[config.mk]
export PLATFORM = sky130hd
export DESIGN_NAME = dbw_downstream_window_bars
export DESIGN_NICKNAME = d
export VERILOG_FILES = /design/src/pkg/dbw_pkg.sv /design/src/rtl/dbw_downstream_window_bars.sv
export SDC_FILE = /design/constraint.sdc
export NUM_CORES = 1
export LEC_CHECK = 0
export ABC_AREA = 1
export BUFFER_PORTS_ARGS = -buffer_cell sky130_fd_sc_hd__buf_2
export CAP_MARGIN = 15
export CORE_AREA = 8 8 121 234
export DETAILED_ROUTE_END_ITERATION = 8
export DIE_AREA = 0 0 129 242
export GPL_ROUTABILITY_DRIVEN = 0
export PLACE_DENSITY = 0.73
export SLEW_MARGIN = 20
export SYNTH_ARGS = -nofsm -noshare
export SYNTH_HDL_FRONTEND = slang
export SYNTH_SLANG_ARGS = --single-unit
[constraint.sdc]
create_clock -name pclk -period 1.82 [get_ports pclk]
set_input_delay 0.273 -clock pclk [delete_from_list [all_inputs] [get_ports pclk]]
set_output_delay 0.273 -clock pclk [all_outputs]
set_load 0.01 [all_outputs]
[src/pkg/dbw_pkg.sv]
// Purpose: constants and carriers of the downstream window bars
// Assumes: 32-bit APB data, byte offsets on paddr
// Notes:   setup and translated-base words come from config logic
package dbw_pkg;

  // ----------------------------------------
  // register map
  // ----------------------------------------
  localparam logic [7:0] OFF_WIN1    = 8'h18;
  localparam logic [7:0] OFF_WIN2    = 8'h1C;
  localparam logic [7:0] OFF_WIN3    = 8'h20;
  localparam logic [7:0] OFF_WIN3_UP = 8'h24;

  // ----------------------------------------
  // field layout
  // ----------------------------------------
  localparam int SPACE_BIT = 0;
  localparam int TYPE_LO   = 1;
  localparam int TYPE_HI   = 2;
  localparam int PREF_BIT  = 3;
  localparam int RSV_LO    = 4;
  localparam int RSV_HI    = 11;
  localparam int BASE_LO   = 12;
  localparam int EN_BIT    = 31;
  localparam int IO_LO     = 6;
  localparam logic [1:0]  TYPE_32  = 2'h0;
  localparam logic [1:0]  TYPE_64  = 2'h1;
  localparam logic [19:0] BASE_RST = 20'h00000;
  localparam logic [31:0] UP_RST   = 32'h00000000;
  localparam logic [31:0] ZERO32   = 32'h00000000;

  // ----------------------------------------
  // carriers
  // ----------------------------------------
  typedef struct packed {
    logic [31:0] setup;
    logic [31:0] xlat;
  } dbw_win_cfg_s;

  typedef struct packed {
    logic        valid;
    logic        io;
    logic [63:0] addr;
  } dbw_req_s;

  typedef struct packed {
    logic [2:0]  hit;
    logic [63:0] addr;
  } dbw_fwd_s;

  typedef enum logic [1:0] {
    DBW_IDLE = 2'b01,
    DBW_RESP = 2'b10
  } dbw_apb_e;

endpackage

[src/rtl/dbw_downstream_window_bars.sv]
// Purpose: base address registers of three downstream windows
// Assumes: setup/translated words and requests share pclk
// Notes:   one wait state on every APB access
//
// Added by the designer: the APB slave port.
`timescale 1ns/100ps

// Function
// - window 1/3 space and type bits
// - window 2 reports 32-bit type only
// - bit 3 reports prefetchable
// - window 1 size/type from setup
// - base bit writable only where setup set
// - setup bit 31 zero disables window 1/2
// - window 1: 4KB-2GB memory, 64B-2GB IO
// - window 1 hits translated by its base
// - window 2 size from setup, type fixed 32-bit
// - window 2 hits translated by its base
// - window 2: 4KB to 2GB memory
// - window 3 size/type from setup
// - window 3 off when both bit 31 zero
// - window 3: 4KB up to 8EB
// - window 3 32-bit hits translated
// - window 3 64-bit hits pass untranslated
// - upper base word for window 3
module dbw_downstream_window_bars (
  input  wire logic                pclk,
  input  wire logic                presetn,
  input  wire logic                psel,
  input  wire logic                penable,
  input  wire logic                pwrite,
  input  wire logic [7:0]          paddr,
  input  wire logic [31:0]         pwdata,
  output logic [31:0]              prdata,
  output logic                     pready,
  output logic                     pslverr,
  input  wire dbw_pkg::dbw_win_cfg_s cfg1,
  input  wire dbw_pkg::dbw_win_cfg_s cfg2,
  input  wire dbw_pkg::dbw_win_cfg_s cfg3,
  input  wire logic [31:0]         setup3_hi,
  input  wire dbw_pkg::dbw_req_s   req,
  output dbw_pkg::dbw_fwd_s        fwd
);

  // ----------------------------------------
  // helpers
  // ----------------------------------------
  // reserved address types read back as 32-bit
  function automatic logic [1:0] fix_type(
    input logic [1:0] t
  );
    fix_type = (t == dbw_pkg::TYPE_64) ? t
             : dbw_pkg::TYPE_32;
  endfunction

  function automatic logic [31:0] bar_word(
    input logic        en,
    input logic [3:0]  attr,
    input logic [19:0] base
  );
    bar_word = en ? {base, 8'h00, attr}
                  : dbw_pkg::ZERO32;
  endfunction

  function automatic logic [31:0] merge(
    input logic [31:0] old,
    input logic [31:0] nw,
    input logic [31:0] m
  );
    merge = (old & ~m) | (nw & m);
  endfunction

  // ----------------------------------------
  // setup decode
  // ----------------------------------------
  logic [19:0] base1;
  logic [19:0] base2;
  logic [19:0] base3;
  logic [31:0] base3_up;
  wire  [19:0] mask1;
  wire  [19:0] mask2;
  wire  [19:0] mask3;
  wire         en1;
  wire         en2;
  wire         en3;
  wire         io1;
  wire         w64;
  wire  [3:0]  attr1;
  wire  [3:0]  attr2;
  wire  [3:0]  attr3;

  // size comes from the writable mask: 4KB granules
  // up to bit 31, and 64-bit in window 3 via setup3_hi
  assign mask1 = cfg1.setup[31:dbw_pkg::BASE_LO];
  assign mask2 = cfg2.setup[31:dbw_pkg::BASE_LO];
  assign mask3 = cfg3.setup[31:dbw_pkg::BASE_LO];
  assign en1 = cfg1.setup[dbw_pkg::EN_BIT];
  assign en2 = cfg2.setup[dbw_pkg::EN_BIT];
  assign en3 = cfg3.setup[dbw_pkg::EN_BIT]
             | setup3_hi[dbw_pkg::EN_BIT];
  assign io1 = cfg1.setup[dbw_pkg::SPACE_BIT];
  assign w64 = fix_type(cfg3.setup[dbw_pkg::TYPE_HI:
                                   dbw_pkg::TYPE_LO])
             == dbw_pkg::TYPE_64;

  assign attr1 = {cfg1.setup[dbw_pkg::PREF_BIT],
                  fix_type(cfg1.setup[dbw_pkg::TYPE_HI:
                                      dbw_pkg::TYPE_LO]),
                  io1};
  assign attr2 = {cfg2.setup[dbw_pkg::PREF_BIT],
                  dbw_pkg::TYPE_32, 1'b0};
  assign attr3 = {cfg3.setup[dbw_pkg::PREF_BIT],
                  fix_type(cfg3.setup[dbw_pkg::TYPE_HI:
                                      dbw_pkg::TYPE_LO]),
                  cfg3.setup[dbw_pkg::SPACE_BIT]};

  // ----------------------------------------
  // apb slave
  // ----------------------------------------
  dbw_pkg::dbw_apb_e state;
  dbw_pkg::dbw_apb_e next_state;
  wire        sel1;
  wire        sel2;
  wire        sel3;
  wire        sel3u;
  wire        mapped;
  wire        wr_ok;
  wire        take;
  wire [31:0] rd_word;

  assign sel1   = paddr == dbw_pkg::OFF_WIN1;
  assign sel2   = paddr == dbw_pkg::OFF_WIN2;
  assign sel3   = paddr == dbw_pkg::OFF_WIN3;
  assign sel3u  = paddr == dbw_pkg::OFF_WIN3_UP;
  assign mapped = sel1 | sel2 | sel3 | sel3u;
  assign take   = psel & penable & ~pready
                & (state == dbw_pkg::DBW_IDLE);
  assign wr_ok  = psel & penable & pready & pwrite & mapped;

  // reserved bits 11:4 are constant zero in bar_word
  assign rd_word =
      sel1  ? bar_word(en1, attr1, base1)
    : sel2  ? bar_word(en2, attr2, base2)
    : sel3  ? bar_word(en3, attr3, base3)
    : sel3u ? ((en3 & w64) ? base3_up : dbw_pkg::ZERO32)
    : dbw_pkg::ZERO32;

  always_comb begin
    case (state)
      dbw_pkg::DBW_IDLE: begin
        next_state = take ? dbw_pkg::DBW_RESP
                          : dbw_pkg::DBW_IDLE;
      end
      dbw_pkg::DBW_RESP: begin
        next_state = dbw_pkg::DBW_IDLE;
      end
      default: begin
        next_state = dbw_pkg::DBW_IDLE;
      end
    endcase
  end

  always_ff @(posedge pclk or negedge presetn) begin
    if (!presetn) begin
      state   <= dbw_pkg::DBW_IDLE;
      pready  <= 1'b0;
      pslverr <= 1'b0;
      prdata  <= dbw_pkg::ZERO32;
    end else begin
      state   <= next_state;
      pready  <= take;
      pslverr <= take & ~mapped;
      if (take && !pwrite) begin
        prdata <= rd_word;
      end
    end
  end

  // ----------------------------------------
  // base registers
  // ----------------------------------------
  // a write only lands on bits that setup opened,
  // and a disabled window ignores writes entirely
  wire [31:0] m1w;
  wire [31:0] m2w;
  wire [31:0] m3w;
  wire [31:0] n1;
  wire [31:0] n2;
  wire [31:0] n3;

  assign m1w = {mask1, 12'h000};
  assign m2w = {mask2, 12'h000};
  assign m3w = {mask3, 12'h000};
  assign n1 = merge({base1, 12'h000}, pwdata, m1w);
  assign n2 = merge({base2, 12'h000}, pwdata, m2w);
  assign n3 = merge({base3, 12'h000}, pwdata, m3w);

  always_ff @(posedge pclk or negedge presetn) begin
    if (!presetn) begin
      base1    <= dbw_pkg::BASE_RST;
      base2    <= dbw_pkg::BASE_RST;
      base3    <= dbw_pkg::BASE_RST;
      base3_up <= dbw_pkg::UP_RST;
    end else if (wr_ok) begin
      if (sel1 && en1) begin
        base1 <= n1[31:dbw_pkg::BASE_LO];
      end
      if (sel2 && en2) begin
        base2 <= n2[31:dbw_pkg::BASE_LO];
      end
      if (sel3 && en3) begin
        base3 <= n3[31:dbw_pkg::BASE_LO];
      end
      if (sel3u && en3 && w64) begin
        base3_up <= merge(base3_up, pwdata, setup3_hi);
      end
    end
  end

  // ----------------------------------------
  // window decode and translation
  // ----------------------------------------
  wire [31:0] a_lo;
  wire [31:0] a_hi;
  wire [31:0] io_m;
  wire [31:0] dm1;
  wire        hit1;
  wire        hit2;
  wire        hit3;
  wire [2:0]  sel_w;
  wire [31:0] x1;
  wire [31:0] x2;
  wire [31:0] x3;
  wire [63:0] next_addr;

  assign a_lo = req.addr[31:0];
  assign a_hi = req.addr[63:32];
  // io windows open bits 11:6 too; base low bits stay
  // zero, so an io window sits on a 4KB boundary
  assign io_m = {20'h00000, cfg1.setup[11:dbw_pkg::IO_LO],
                 6'h00};
  assign dm1  = io1 ? (m1w | io_m) : m1w;

  assign hit1 = en1 & (req.io == io1)
              & (a_hi == dbw_pkg::ZERO32)
              & (((a_lo ^ {base1, 12'h000}) & dm1) == 0);
  assign hit2 = en2 & ~req.io
              & (a_hi == dbw_pkg::ZERO32)
              & (((a_lo ^ {base2, 12'h000}) & m2w) == 0);
  assign hit3 = en3 & ~req.io
              & (w64 ? (((a_hi ^ base3_up) & setup3_hi) == 0)
                     : (a_hi == dbw_pkg::ZERO32))
              & (((a_lo ^ {base3, 12'h000}) & m3w) == 0);

  // overlapping windows resolve in window order
  assign sel_w = hit1 ? 3'b001
               : hit2 ? 3'b010
               : hit3 ? 3'b100
               : 3'b000;

  assign x1 = merge(a_lo, cfg1.xlat, dm1);
  assign x2 = merge(a_lo, cfg2.xlat, m2w);
  assign x3 = merge(a_lo, cfg3.xlat, m3w);

  assign next_addr =
      sel_w[0] ? {dbw_pkg::ZERO32, x1}
    : sel_w[1] ? {dbw_pkg::ZERO32, x2}
    : (sel_w[2] && !w64) ? {dbw_pkg::ZERO32, x3}
    : req.addr;

  always_ff @(posedge pclk or negedge presetn) begin
    if (!presetn) begin
      fwd <= '0;
    end else begin
      fwd.hit  <= req.valid ? sel_w : 3'b000;
      fwd.addr <= next_addr;
    end
  end

  // ----------------------------------------
  // checks
  // ----------------------------------------
  apb_answer_a: assert property (@(posedge pclk)
    disable iff (!presetn)
    take |=> pready ##1 !pready)
    else $error("apb answer not one wait state");

  win2_type_a: assert property (@(posedge pclk)
    disable iff (!presetn)
    pready && !pwrite && sel2 |-> prdata[2:1] == 2'b00)
    else $error("window 2 type not 32-bit");

  // the upper base word is address bits throughout
  rsv_zero_a: assert property (@(posedge pclk)
    disable iff (!presetn)
    pready && !pwrite && !sel3u |-> prdata[11:4] == 8'h00)
    else $error("reserved bits not zero");

  dis_read_a: assert property (@(posedge pclk)
    disable iff (!presetn)
    take && !pwrite && sel1 && !en1
    |=> prdata == 32'h00000000)
    else $error("disabled window 1 reads nonzero");

  ro_bits_a: assert property (@(posedge pclk)
    disable iff (!presetn)
    wr_ok && sel1
    |=> ((base1 ^ $past(base1)) & ~$past(mask1)) == 0)
    else $error("read-only base bit changed");

  no_claim_a: assert property (@(posedge pclk)
    disable iff (!presetn)
    req.valid && !en2 |=> !fwd.hit[1])
    else $error("disabled window 2 claimed");

  claim_a: assert property (@(posedge pclk)
    disable iff (!presetn)
    req.valid && hit1 |=> fwd.hit == 3'b001)
    else $error("window 1 hit not claimed");

  pass64_a: assert property (@(posedge pclk)
    disable iff (!presetn)
    sel_w == 3'b100 && w64
    |=> fwd.addr == $past(req.addr))
    else $error("64-bit window 3 address altered");

  xlat2_a: assert property (@(posedge pclk)
    disable iff (!presetn)
    sel_w == 3'b010
    |=> ((fwd.addr[31:0] ^ $past(cfg2.xlat))
         & $past(m2w)) == 0)
    else $error("window 2 not translated");

  upper_a: assert property (@(posedge pclk)
    disable iff (!presetn)
    wr_ok && sel3u && en3 && w64
    |=> ((base3_up ^ $past(pwdata)) & $past(setup3_hi)) == 0)
    else $error("upper base not written");

endmodule

==> impl_metrics.tcl <==
set metrics [dict create \
    status "finished with violations" \
    violations "negative setup slack" \
    ys_types 39 \
    syn-cell-area_um2 11100 \
    dr.pass1.iters 7 \
    layout.cells.non_filler 2484 \
    die_area_um2 31200 \
    seqCellArea_um2 4860 \
    numCtsBuffers 17 \
    cp_top_family "simple AND/OR/NAND/NOR gates" \
    grt_pass1_wl_mm 68.8 \
    hpwl_mm 35.2 \
    clk_latency_ns 0.46 \
    hold_violations 0 \
    fin_worst_skew_ns 0.0109 \
    path_max_fanout 7 \
    drt-initial-drc-count 1106 \
    nFillCells 2303 \
    via_count 12900 \
    crit_path_cell_trace "inv_1 > nand2_1 > nand3_1 > nand2_1 > nor2_1 > nand2_1 > nor2_2 > nand3_2 > nor2_4 > buf_6 > buf_16 > nand4_1 > nand3_2 > nand2_1" \
    cts_root_buf "clkbuf_16" \
    ir_drop_v 0.000503 \
    finalCritPeriodShare 1.07 \
    final_common_cell "buf_2" \
    cts.sinks 194 \
    critPathKind "flip-flop to flip-flop" \
    grt_overflow 0 \
    pin_count 436 \
    dp_slack_ns -0.334 \
    die_width_um 129 \
    setup_viol 25 \
    drive_gt1_frac 0.363 \
    final_cell_mix "buf_2 (383), nand2_1 (370), inv_1 (241)" \
    syn_inst 1552 \
    antenna_found_initial 10 \
    crit_path_start_kind "flip-flop" \
    via_per_inst 5.18 \
    p_leak_nw 8.68 \
    worst_ep_required_time_ns 2.17 \
    cp-end-kind "flip-flop" \
    multiInputGateArea_um2 5180 \
    track_usage 0.290 \
    syn2layout_area_growth_pct 45.1 \
    path_clk_slew_ns 0.08 \
    worstHoldStart "pwdata[3]" \
    slew_headroom 0.588 \
    slew_viol_final 0 \
    ys_seq_area_frac 0.437 \
    worst_pin_slew_ns 0.619 \
    dp_cells 2406 \
    grt_max_degree 64 \
    setup_ws_ns -0.124 \
    port_buffers 384 \
    syn_avg_cell_area_um2 7.15 \
    critPathSlowestCell "dfrtp_1" \
    max_cap_violations 0 \
    hold_class "primary input to flip-flop" \
    wire_per_inst_um 18.4 \
    ant_nets 0 \
    routed_wl_mm 45.6 \
    nNetsFinal 2461 \
    cts_tree "built" \
    die-height_um 242 \
    rsz0062_at_grt "true" \
    start_util 0.436 \
    grt_pass1_vias 12800 \
    arrival_ns 2.29 \
    syn_nets 1887 \
    row_count 83 \
    min_period_ns 1.94 \
    core-area_um2 25400 \
    clockBufferDepth 2 \
    cts.htree.levels 4 \
    p_per_area_nw_per_um2 636 \
    drcViolationCount 0 \
    yosys_warnings 0 \
    crit_top_cell "nand2_1" \
    worst-path-buf-inv 3 \
    ys_ff_latch 194 \
    max_freq_ghz 0.514 \
    max_stage_delay_ns 0.39 \
]
==> metal layers <==
layer,wire [µm],up-vias,GRT usage
met5,63,-,0
met4,2470,12,0.163
li1,-,6126,-
met1,17000,5884,0.339
met3,4640,129,0.0758
met2,21400,725,0.470
==> power by group <==
part           total (mW)  switching, mW  internal (mW)
Clock                3.82           1.83           1.98
Sequential           4.60         0.0985           4.50
Combinational        1.83           1.01          0.824
==> synth_stat cells (all sizes together) <==
cell,instances,area (µm²)
dfrtp,193,4830
nor2,148,616
mux2i,12,120
nor3,7,35.0
nand4,35,225
a21oi,67,335
a221oi,7,61.3
nor4,1,6.26
and2,2,12.5
mux2,12,135
nand2,387,1470
buf,25,165
o2111ai,1,8.76
dfstp,1,26.3
nand3,132,661
o21a,6,45.0
o41ai,1,8.76
clkinv,6,22.5
or2,1,6.26
xnor2,2,17.5
o21ai,145,726
o31ai,8,60.1
clkbuf,45,169
o211ai,2,15.0
xor2,6,52.6
inv,270,1010
a2bb2oi,17,149
a32oi,13,114
==> stage by stage <==
stage               area, µm²  utilization  total power, mW  hold WS (ns)  TNS, ns
floorplan               11100            -             5.27       -0.0226        0
global placement        14800        0.581             6.41         0.323   -25.30
detailed placement      14800        0.581             6.43         0.326   -32.33
CTS                     15800        0.622             10.2        0.0108   -0.976
global route            16100        0.633             10.6        0.0169    -4.21
finish                  16100        0.633             10.2        0.0186    -1.93
==> cell type report <==
| cell class | count | area share |
|---|---|---|
| diodes | 5 | 0.000777 |
| clock inverters | 13 | 0.00784 |
| well taps | 340 | 0.0264 |
| flip-flops and latches | 194 | 0.301 |
| inverters | 276 | 0.0648 |
| clock buffers | 19 | 0.0281 |
| multi-input cells | 1012 | 0.322 |
| repair inverters | 1 | 0.000388 |
| repair buffers | 624 | 0.248 |
==> final timing paths <==
| kind | to | slack (ns) | depth (start not counted) |
|---|---|---|---|
| setup / recovery | fwd[14]$_DFF_PN0_ | -0.12 | 14 |
| hold / removal | flip-flop | 0.02 | 3 |
| setup reg to reg | fwd[14]$_DFF_PN0_ | -0.12 | 14 |
| hold reg to reg | prdata[9]$_DFFE_PN0P_ | 0.48 | 2 |
| max in group asynchronous | async pin | 0.80 | 3 |
| min in group asynchronous | fwd[5]$_DFF_PN0_ | 0.37 | 2 |
==> what timing repair did <==
item                                   CTS  global route
setup buffers                           22             7
setup endpoints to repair               26            39
pin swaps                               36            18
gates cloned                             4             0
endpoints found under the hold margin   62             0
hold buffers                            11             0
gates resized for setup                 40            70
==> cells by family (layout without fill, tap and decap cells) <==
| group | count (synthesis) | in the layout | synth area share |
|---|---|---|---|
| simple gates | 713 | 713 | 0.273 |
| buf+inv | 346 | 933 | 0.123 |
| flops | 194 | 194 | 0.437 |
| other cells | 0 | 5 | 0 |
| mux | 24 | 24 | 0.0230 |
| compound gates | 267 | 267 | 0.137 |
| xor+xnor | 8 | 8 | 0.00631 |
==> worst reg2reg max path: cells and delay by family, from the launching register on <==
family | cells | cell delay, ns
simple gates | 11 | 1.09
flops | 1 | 0.39
buf+inv | 3 | 0.34
(Power assumes the default switching activity.)
